### src/rtl/udtc_pkg.sv
// Package of constants and carrier types for the up/down target counter
package udtc_pkg;
    // Register byte offsets
    localparam logic [7:0]  ADDR_CTRL     = 8'h00;
    localparam logic [7:0]  ADDR_TARGET   = 8'h04;
    localparam logic [7:0]  ADDR_COUNT    = 8'h08;
    localparam logic [7:0]  ADDR_STATUS   = 8'h0c;
    // Control field positions
    localparam int          CTRL_ENABLE   = 0;
    localparam int          CTRL_DIR      = 1;
    localparam int          CTRL_RESET    = 2;
    localparam int          CTRL_CLR_OVF  = 3;
    // Status field positions
    localparam int          STAT_CARRY    = 0;
    localparam int          STAT_OVF      = 1;
    // Counter width and limits
    localparam int          CNT_W         = 17;
    localparam logic [16:0] CNT_MAX       = 17'h1869f;
    localparam logic [16:0] TARGET_RST    = 17'h0270f;
    // Direction encoding
    localparam logic        DIR_UP        = 1'b0;

    // Configuration carried from bus slave to counter core
    typedef struct packed {
        logic              count_enable;
        logic              dir_down;
        logic              counter_reset;
        logic              clear_overflow;
        logic [CNT_W-1:0]  count_target;
    } udtc_cfg_t;

    // Status carried from counter core to bus slave
    typedef struct packed {
        logic              ripple_carry_flag;
        logic              overflow_flag;
        logic [CNT_W-1:0]  count;
    } udtc_stat_t;
endpackage

### src/rtl/udtc_edge.sv
// Two-stage synchroniser with rising-edge detector for the count input
`timescale 1ns/1ps
`default_nettype none
module udtc_edge (
    input  wire logic i_clk_sys,  // System clock
    input  wire logic i_srst,     // Sync reset, active high
    input  wire logic i_pin,      // Asynchronous count input
    output logic      o_rise      // One-cycle pulse on rising edge
);
    typedef struct packed {
        logic meta;
        logic sync;
        logic prev;
        logic rise;
    } udtc_edge_st_t;

    udtc_edge_st_t st_q;
    udtc_edge_st_t st_d;

    // First stage feeds only the second stage
    always_comb begin
        st_d      = st_q;
        st_d.meta = i_pin;
        st_d.sync = st_q.meta;
        st_d.prev = st_q.sync;
        st_d.rise = st_q.sync & ~st_q.prev;
    end

    always_ff @(posedge i_clk_sys) begin
        if (i_srst) begin
            st_q <= '0;
        end else begin
            st_q <= st_d;
        end
    end

    assign o_rise = st_q.rise;
endmodule
`default_nettype wire

### src/rtl/udtc_core.sv
// Counting core: direction, target, ripple carry and overflow
`timescale 1ns/1ps
`default_nettype none
module udtc_core (
    input  wire logic               i_clk_sys,  // System clock
    input  wire logic               i_srst,     // Sync reset, active high
    input  wire logic               i_event,    // Counted edge pulse
    input  wire udtc_pkg::udtc_cfg_t i_cfg,     // Settings
    output udtc_pkg::udtc_stat_t    o_stat      // Count and flags
);
    udtc_pkg::udtc_stat_t st_q;
    udtc_pkg::udtc_stat_t st_d;

    always_comb begin
        st_d = st_q;
        if (i_cfg.clear_overflow) begin
            st_d.overflow_flag = 1'b0;
        end
        if (i_cfg.counter_reset) begin
            st_d.count         = (i_cfg.dir_down != udtc_pkg::DIR_UP) ? i_cfg.count_target : '0;
            st_d.overflow_flag = 1'b0;
        end else if (i_cfg.count_enable && i_event) begin
            if (i_cfg.dir_down == udtc_pkg::DIR_UP) begin
                if (st_q.count >= i_cfg.count_target || st_q.count >= udtc_pkg::CNT_MAX) begin
                    st_d.count         = '0;
                    st_d.overflow_flag = 1'b1;
                end else begin
                    st_d.count = st_q.count + 17'h00001;
                end
            end else begin
                if (st_q.count == '0) begin
                    st_d.count         = i_cfg.count_target;
                    st_d.overflow_flag = 1'b1;
                end else begin
                    st_d.count = st_q.count - 17'h00001;
                end
            end
        end
        if (i_cfg.dir_down == udtc_pkg::DIR_UP) begin
            st_d.ripple_carry_flag = (st_d.count == i_cfg.count_target);
        end else begin
            st_d.ripple_carry_flag = (st_d.count == '0);
        end
    end

    always_ff @(posedge i_clk_sys) begin
        if (i_srst) begin
            st_q <= '0;
        end else begin
            st_q <= st_d;
        end
    end

    assign o_stat = st_q;
endmodule
`default_nettype wire

### src/rtl/udtc_top.sv
// Top level: APB register slave around the up/down target counter
//
// The implementer's own choices: the APB slave port and the register addresses.
`timescale 1ns/1ps
`default_nettype none
module udtc_top (
    input  wire logic        i_clk_sys,     // 20 MHz system clock
    input  wire logic        i_srst,        // Sync reset, active high
    input  wire logic        i_count_in,    // Counted input pin
    input  wire logic        i_psel,        // APB select
    input  wire logic        i_penable,     // APB enable
    input  wire logic        i_pwrite,      // APB write
    input  wire logic [7:0]  i_paddr,       // APB byte address
    input  wire logic [31:0] i_pwdata,      // APB write data
    output logic             o_pready,      // APB ready
    output logic [31:0]      o_prdata,      // APB read data
    output logic             o_pslverr,     // APB error, unmapped
    output logic             o_ripple_carry,// Carry flag
    output logic             o_overflow     // Overflow flag
);
    typedef struct packed {
        udtc_pkg::udtc_cfg_t cfg;
        logic                pready;
        logic                pslverr;
        logic [31:0]         prdata;
        logic                carry;
        logic                ovf;
    } udtc_top_st_t;

    udtc_top_st_t         st_q;
    udtc_top_st_t         st_d;
    logic                 rise;
    udtc_pkg::udtc_stat_t stat;

    // Address decode shared by read and write paths
    function automatic logic is_mapped(input logic [7:0] a);
        return a == udtc_pkg::ADDR_CTRL || a == udtc_pkg::ADDR_TARGET ||
               a == udtc_pkg::ADDR_COUNT || a == udtc_pkg::ADDR_STATUS;
    endfunction

    udtc_edge u_edge (
        .i_clk_sys (i_clk_sys),
        .i_srst    (i_srst),
        .i_pin     (i_count_in),
        .o_rise    (rise)
    );

    udtc_core u_core (
        .i_clk_sys (i_clk_sys),
        .i_srst    (i_srst),
        .i_event   (rise),
        .i_cfg     (st_q.cfg),
        .o_stat    (stat)
    );

    // Bus slave: one wait state, answer in the second access cycle
    always_comb begin
        st_d                    = st_q;
        st_d.pready             = 1'b0;
        st_d.pslverr            = 1'b0;
        // Clear-overflow acts as a one-cycle strobe
        st_d.cfg.clear_overflow = 1'b0;
        st_d.carry              = stat.ripple_carry_flag;
        st_d.ovf                = stat.overflow_flag;
        if (i_psel && i_penable && !st_q.pready) begin
            st_d.pready  = 1'b1;
            st_d.pslverr = !is_mapped(i_paddr);
            st_d.prdata  = '0;
            if (i_pwrite) begin
                unique case (i_paddr)
                    udtc_pkg::ADDR_CTRL: begin
                        st_d.cfg.count_enable   = i_pwdata[udtc_pkg::CTRL_ENABLE];
                        st_d.cfg.dir_down       = i_pwdata[udtc_pkg::CTRL_DIR];
                        st_d.cfg.counter_reset  = i_pwdata[udtc_pkg::CTRL_RESET];
                        st_d.cfg.clear_overflow = i_pwdata[udtc_pkg::CTRL_CLR_OVF];
                    end
                    udtc_pkg::ADDR_TARGET: begin
                        if (i_pwdata[16:0] > udtc_pkg::CNT_MAX || i_pwdata[31:17] != '0) begin
                            st_d.cfg.count_target = udtc_pkg::CNT_MAX;
                        end else begin
                            st_d.cfg.count_target = i_pwdata[16:0];
                        end
                    end
                    default: begin
                    end
                endcase
            end else begin
                unique case (i_paddr)
                    udtc_pkg::ADDR_CTRL: begin
                        st_d.prdata[udtc_pkg::CTRL_ENABLE] = st_q.cfg.count_enable;
                        st_d.prdata[udtc_pkg::CTRL_DIR]    = st_q.cfg.dir_down;
                        st_d.prdata[udtc_pkg::CTRL_RESET]  = st_q.cfg.counter_reset;
                    end
                    udtc_pkg::ADDR_TARGET: begin
                        st_d.prdata[16:0] = st_q.cfg.count_target;
                    end
                    udtc_pkg::ADDR_COUNT: begin
                        st_d.prdata[16:0] = stat.count;
                    end
                    udtc_pkg::ADDR_STATUS: begin
                        st_d.prdata[udtc_pkg::STAT_CARRY] = stat.ripple_carry_flag;
                        st_d.prdata[udtc_pkg::STAT_OVF]   = stat.overflow_flag;
                    end
                    default: begin
                    end
                endcase
            end
        end
    end

    always_ff @(posedge i_clk_sys) begin
        if (i_srst) begin
            st_q                  <= '0;
            st_q.cfg.count_target <= udtc_pkg::TARGET_RST;
        end else begin
            st_q <= st_d;
        end
    end

    assign o_pready       = st_q.pready;
    assign o_prdata       = st_q.prdata;
    assign o_pslverr      = st_q.pslverr;
    assign o_ripple_carry = st_q.carry;
    assign o_overflow     = st_q.ovf;
endmodule
`default_nettype wire

### config.mk
export PLATFORM = sky130hd
export DESIGN_NAME = udtc_top
export DESIGN_NICKNAME = d
export VERILOG_FILES = /design/src/rtl/udtc_pkg.sv /design/src/rtl/udtc_edge.sv /design/src/rtl/udtc_core.sv /design/src/rtl/udtc_top.sv
export SDC_FILE = /design/constraint.sdc
export NUM_CORES = 1
export LEC_CHECK = 0
export BUFFER_PORTS_ARGS = -buffer_cell sky130_fd_sc_hd__buf_4
export CORE_ASPECT_RATIO = 0.7
export CORE_MARGIN = 3
export CORE_UTILIZATION = 25
export CTS_CLUSTER_DIAMETER = 30
export DETAILED_ROUTE_END_ITERATION = 10
export SETUP_SLACK_MARGIN = 0.02
export SLEW_MARGIN = 25
export SYNTH_ARGS = -nofsm -noshare
export SYNTH_HDL_FRONTEND = slang
export SYNTH_SLANG_ARGS = --single-unit
### constraint.sdc
create_clock -name i_clk_sys -period 5.5 [get_ports i_clk_sys]
set_clock_uncertainty 0.1 [all_clocks]
set_input_delay 0.55 -clock i_clk_sys [delete_from_list [all_inputs] [get_ports i_clk_sys]]
set_output_delay 0.55 -clock i_clk_sys [all_outputs]
set_load 0.005 [all_outputs]
==> results of run 1 <==
## final cells by class
type	instances	share of cell area (%)
multi-input combinational	574	56.9
sequential	65	20.0
timing repair buffer	99	11.4
tap	276	5.31
clock buffer	12	3.95
inverter	27	1.56
clock inverter	4	0.789
## metal layers
metal	share of wire, %	vias to the layer above
met3	16	60
met2	37	469
li1	-	2819
met1	45	3031
met5	0	-
met4	2.3	0
## power breakdown
part           internal, mW  switching [mW]  leakage (nW)
combinational        0.0721           0.110          1.94
sequential            0.476          0.0191         0.525
clock                 0.375           0.218         0.149
total                 0.924           0.347          2.61
## registers in the layout (all words and copies together) (netlist names)
| name | flops |
|---|---|
| o_prdata | 17 |
| o_ripple_carry | 1 |
| st_q | 21 |
| o_pready | 1 |
| o_overflow | 1 |
| u_edge.st_q | 1 |
| u_edge.st_d | 2 |
| o_pslverr | 1 |
| u_edge.o_rise | 1 |
| u_core.o_stat | 19 |
## placed cells by master, fill, tap and decap left out, types with 6 or more instances in the layout
master     count
o22ai_1       11
nor4_1        17
xnor2_1        9
a21o_1         6
a22oi_1       26
a21oi_1       37
ha_1          19
o21ai_0       26
nand2_1       52
clkbuf_16      9
nand4_1       16
conb_1        15
a31oi_1       12
a21boi_0       6
o21a_1         6
nand2b_1      11
nor2b_1       10
and3_1         9
nand3_1       23
nor2_1        81
buf_4         99
dfxtp_1       65
a211oi_1       8
or4_1         10
nor3_1        24
o31ai_1        7
mux2i_1       13
inv_1         27
a22o_1        15
## how the worst min path moves through the flow
stage | endpoint | slack, ns | cells after the start
3_5_place_dp | u_edge.o_rise | 0.28 | 1
4_1_cts | u_edge.o_rise | 0.28 | 1
5_1_grt | u_edge.o_rise | 0.30 | 1
3_3_place_gp | u_edge.o_rise | 0.27 | 1
6_report | u_edge.o_rise | 0.28 | 1
2_1_floorplan | u_edge.o_rise | 0.27 | 1
## logic make-up (layout without fill, tap and decap cells)
group                    after synthesis  count (layout)
AO/OA/AOI/OAI                        225             225
XOR/XNOR                              12              12
adder cells (fa/ha/maj)               19              19
buffers and inverters                118             142
flip-flops                            65              65
multiplexers                          17              17
other                                  1              15
AND/OR/NAND/NOR                      286             286
==> impl_metrics.csv, run 1 <==
group,metric,value,unit
floorplanning,die_height,130,um
timing,finalHoldViolCount,0,
run,maxCapViolCount,0,
worst_setup_path,critical_path_arrival,4.57,ns
cts,cts_htree_levels,3,
synthesis,synthFlopType,"dfxtp_1",
worst_setup_path,critical_path_depth,13,
worst_setup_path,r2r_start,"u_core.o_stat[0]",
worst_setup_path,cpLargestDelayFamily,"simple AND/OR/NAND/NOR gates",
detailed_routing,drcViolationCount,0,
power_and_ir_drop,p_total,1.27,mW
global_routing,overflow,0,
cts,cts_tree,"yes",
power_and_ir_drop,power_density,195,nW/um2
cts,postCtsSetupBuffers,0,
worst_setup_path,reg2reg_setup_slack,1.08,ns
cts,cts_buffers,9,
global_routing,grtUsageMet2,26.9,%
synthesis,netlist_area,5520,um2
synthesis,yosys.area_share.adder,4.31,%
synthesis,async_flop_share,0,%
timing,min_period,4.42,ns
global_routing,grt_max_degree,65,
placement,dp.cells,1041,
worst_setup_path,cp-start-kind,"flip-flop",
synthesis,synthDistinctLibCells,78,
synthesis,yosys.area.top_type,"dfxtp_1",
detailed_routing,drtIter0Drc,1150,
final_layout,fill_cells,2310,
detailed_routing,dr_total_vias,6379,
timing,hold_slack,0.282,ns
timing,finalSetupViolCount,0,
synthesis,synthSimpleGateAreaFrac,26.4,%
detailed_routing,ant_nets,0,
worst_setup_path,rr_worst_depth,13,
synthesis,synth-warning-count,0,
placement,numPortBuffers,66,
worst_setup_path,path_cells,"inv_1 -> ha_1 -> or4b_1 -> or4_1 -> nand2_1 -> buf_4 -> o21ai_0 -> mux2i_1 -> or4_1 -> a211oi_2 -> nand4_1 -> or4_1 -> o41ai_1",
timing,rsz0062_at_grt,"no",
global_routing,grt_pass1_vias,5679,
timing,fin_crit_sh,80.4,%
synthesis,synth-xor-area-share,1.91,%
worst_setup_path,cp_max_fo,11,
floorplanning,fp-row-count,44,
global_routing,met3_usage,9.81,%
worst_setup_path,crit_slowest_cell,"or4_1",
synthesis,synth-seq-area-share,23.6,%
global_routing,grt_antenna_before_repair,0,
timing,setup_ws,1.08,ns
worst_setup_path,crit_required,5.64,ns
final_layout,drive_gt1_share,17.0,%
worst_setup_path,critPathMostFrequentCell,"or4_1",
final_layout,nets,841,
power_and_ir_drop,power_leakage,2.61,nW
cts,numClockSinks,65,
synthesis,netlist_top_cells_count,"81 x nor2_1, 65 x dfxtp_1, 53 x clkbuf_1, 52 x nand2_1, 37 x a21oi_1",
synthesis,synth_mux_area_share,3.58,%
worst_setup_path,r2r-end,"u_core.o_stat[18]",
timing,fmax,0.226,GHz
worst_setup_path,critPathBufInv,2,
timing,finalSetupTns,0,ns
final_layout,n_antenna_cell,0,
worst_setup_path,worst_setup_path_end_kind,"flip-flop",
global_routing,grt_util_met1,31.4,%
cts,insertion_delay,0.34,ns
synthesis,yosys.area.top_type_share,23.6,%
synthesis,synth_top_family_by_area,"compound AO/OA/AOI/OAI gates",
synthesis,synth_cells,743,
placement,dp_slack,1.16,ns
global_routing,grt_use_total,21.1,%
floorplanning,initial_utilization,26.0,%
detailed_routing,viasPerCell,6.04,
placement,dpl_cell_area,6190,um2
min_path,hp-start,"u_edge.st_q[1]",
placement,dp_hpwl,19900,um
detailed_routing,drt_wl_total,25900,um
worst_setup_path,crit_path_end,"u_core.o_stat[18]",
cts,cts_resized,0,
cts,ctsHoldBuffers,0,
synthesis,synth_area_per_cell,7.42,um2
synthesis,synth.most_common_cell,"nor2_1",
final_layout,multi_input_area,3700,um2
floorplanning,fp.dieW,184,um
detailed_routing,wl_per_cell,24.5,um
final_layout,final_area,6500,um2
worst_setup_path,critical_path_class,"reg -> reg",
synthesis,synth_edf_count,0,
synthesis,synth.area.top_cells,"dfxtp_1 24%, nor2_1 5.5%, buf_4 4.4%, ha_1 4.3%, clkbuf_1 3.6%",
min_path,hp-class,"reg -> reg",
floorplanning,core_area,21200,um2
final_layout,finalNonFillerCells,1057,
power_and_ir_drop,ir_drop,123,uV
run_status,outcome,"complete, no violations",
cts,clk_pin_slew_worst_paths,0.06,ns
placement,gp_congestion,1.07,
synthesis,synth_compound_area_share,29.7,%
final_layout,regArea,1300,um2
timing,worstMarginPinSlew,0.991,ns
detailed_routing,drt_pass1_iterations,6,
floorplanning,dieArea,23900,um2
worst_setup_path,slowest_delay,0.68,ns
global_routing,grt_busiest_layer,"met1",
floorplanning,io_pins,82,
final_layout,area_growth,17.8,%
synthesis,synth-seq-cells,65,
cts,cts-root-buf,"clkbuf_16",
global_routing,grt_pass1_wl,37600,um
cts,cts.path.max_buffers,2,
timing,max-slew-margin-rel,33.3,%
final_layout,post-route-util,30.7,%
timing,slew_violations,0,
worst_setup_path,startpoint,"u_core.o_stat[0]",
Power figures use the tool's default switching activity.
==> run 2: changes to the inputs <==
clock period = 3.6 ns   (was 5.5 ns; I/O delays follow)
==> impl_metrics.csv, run 2 (synthesis results as in run 1) <==
group,metric,value,unit
power_and_ir_drop,power_frac_seq,34.8,%
detailed_routing,drtIter0Drc,873,
final_layout,nets,995,
floorplanning,fp-row-count,44,
timing,fmax,0.280,GHz
detailed_routing,wl_met2,11200,um
timing,slew_violations,0,
timing,finalSetupViolCount,0,
detailed_routing,ant_nets,0,
run,maxCapViolCount,0,
cts,cts-root-buf,"clkbuf_16",
cts,cts.path.max_buffers,2,
final_layout,area_growth,44.6,%
final_layout,final_cell_mix,"247 x buf_4, 78 x nor2_1, 60 x dfxtp_1",
timing,min_period,3.57,ns
global_routing,grt_pass1_vias,6207,
cts,cts_buffers,9,
final_layout,top_register,"st_q",
run_status,outcome,"complete, no violations",
power_and_ir_drop,p_comb_share,21.2,%
power_and_ir_drop,power_leakage,3.43,nW
detailed_routing,dr_total_vias,7026,
global_routing,grt_antenna_before_repair,0,
worst_setup_path,crit_required,3.75,ns
final_layout,largest_reg_flops,21,
worst_setup_path,worst_setup_path_end_kind,"flip-flop",
power_and_ir_drop,power_density,265,nW/um2
detailed_routing,route.met3.wl,4440,um
final_layout,final_common_cell,"buf_4",
detailed_routing,viasPerCell,5.80,
final_layout,n_antenna_cell,0,
power_and_ir_drop,p_int,1.53,mW
floorplanning,dieArea,23900,um2
timing,worstMarginPinSlew,0.909,ns
cts,clk_pin_slew_worst_paths,0.06,ns
detailed_routing,drt_pass1_iterations,8,
worst_setup_path,cp_max_fo,7,
power_and_ir_drop,switching_share,27.6,%
power_and_ir_drop,ir_drop,202,uV
power_and_ir_drop,switchingPower,0.582,mW
cts,insertion_delay,0.35,ns
timing,finalHoldViolCount,0,
detailed_routing,drt_wl_total,30000,um
global_routing,overflow,0,
detailed_routing,highest_layer,"met4",
global_routing,grt_max_degree,64,
worst_setup_path,critical_path_arrival,3.72,ns
floorplanning,die_height,130,um
placement,dp_hpwl,23500,um
placement,dp_slack,-0.160,ns
cts,cts_tree,"yes",
final_layout,drive_gt1_share,35.7,%
worst_setup_path,cp-start-kind,"flip-flop",
global_routing,grt_pass1_wl,42000,um
floorplanning,initial_utilization,26.0,%
worst_setup_path,rr_worst_depth,14,
cts,cts_htree_levels,3,
floorplanning,io_pins,82,
min_path,hold_depth,2,
timing,max-slew-margin-rel,39.1,%
detailed_routing,drcViolationCount,0,
detailed_routing,wl_met1,13700,um
timing,fin_crit_sh,99.2,%
placement,gp_congestion,1.03,
cts,numClockSinks,65,
power_and_ir_drop,clkPwrFrac,43.9,%
detailed_routing,wl_per_cell,24.7,um
floorplanning,core_area,21200,um2
global_routing,grt_use_total,24.2,%
worst_setup_path,critical_path_class,"reg -> reg",
timing,setup_ws,0.0287,ns
placement,numPortBuffers,66,
final_layout,post-route-util,37.6,%
timing,rsz0062_at_grt,"yes",
cts,ctsHoldBuffers,0,
min_path,hp-class,"in -> reg",
floorplanning,fp.dieW,184,um
==> run 2: cell types whose count changed in the layout (fill, tap and decap cells not counted), moves of 4 or more <==
cell | previous run | this run
buf_4 | 99 | 247
inv_2 | 0 | 4
dfxtp_1 | 65 | 60
inv_1 | 27 | 22
dfxtp_2 | 0 | 5
buf_12 | 0 | 5
==> run 2: cell type report <==
cell class	instances	area, um2
fillers	2195	13200
multi-input cells	574	3940
repair buffers	253	1970
flip-flops and latches	65	1310
well taps	276	345
clock buffers	12	267
inverters	27	104
clock inverters	4	50.0
==> run 2: layer usage <==
metal  up-vias  track usage [%]
met3        58             11.1
li1       3130                -
met2       500             31.2
met1      3338             35.9
met4         0             4.79
met5         -                0
==> run 2: repair_timing <==
action | CTS | global route
endpoints found under the setup margin | 1 | 1
gates resized for setup | 17 | 39
buffers inserted | 2 | 7
pin swaps | 5 | 14
==> run 2: per-stage QoR <==
stage | hold WS (ns) | total power, mW | cells | cell area [um2] | TNS, ns
after floorplan | 0.267 | 0.944 | 757 | 5600 | 0
after global placement | 0.273 | 1.16 | 1187 | 7370 | -0.248
after detailed placement | 0.283 | 1.15 | 1187 | 7370 | -0.160
after CTS | 0.127 | 2.08 | 1205 | 7770 | 0
after global routing | 0.127 | 2.18 | 1211 | 7980 | -0.0335
final | 0.135 | 2.11 | 1211 | 7980 | 0
==> run 2: path summary, 6_finish.rpt <==
check / startpoint / to / slack [ns]
min: i_count_in / u_edge.st_d[2] / 0.14
min reg2reg: u_edge.st_q[1] / u_edge.o_rise / 0.29
max: u_core.o_stat[0] / u_core.o_stat[18] / 0.03
max reg2reg: u_core.o_stat[0] / u_core.o_stat[18] / 0.03
==> run 2: worst max-delay path: stages (launching register included) <==
cell and delay, ns:
dfxtp_2 0.33, inv_4 0.08, ha_4 0.13, or4b_4 0.54, nor4_4 0.34, buf_4 0.20, and2_4 0.15, buf_12 0.13
a221oi_1 0.11, o32ai_2 0.31, a21o_1 0.19, o2111a_1 0.18, a41oi_1 0.09, or4_1 0.52, o41ai_1 0.07
==> run 2: power groups by stage <==
stage	Sequential [mW]	Clock, mW	Combinational (mW)
2_1_floorplan	0.750	0	0.194
3_3_place_gp	0.749	0	0.407
3_5_place_dp	0.749	0	0.396
4_1_cts	0.734	0.935	0.415
5_1_grt	0.736	0.969	0.471
6_report	0.735	0.927	0.448
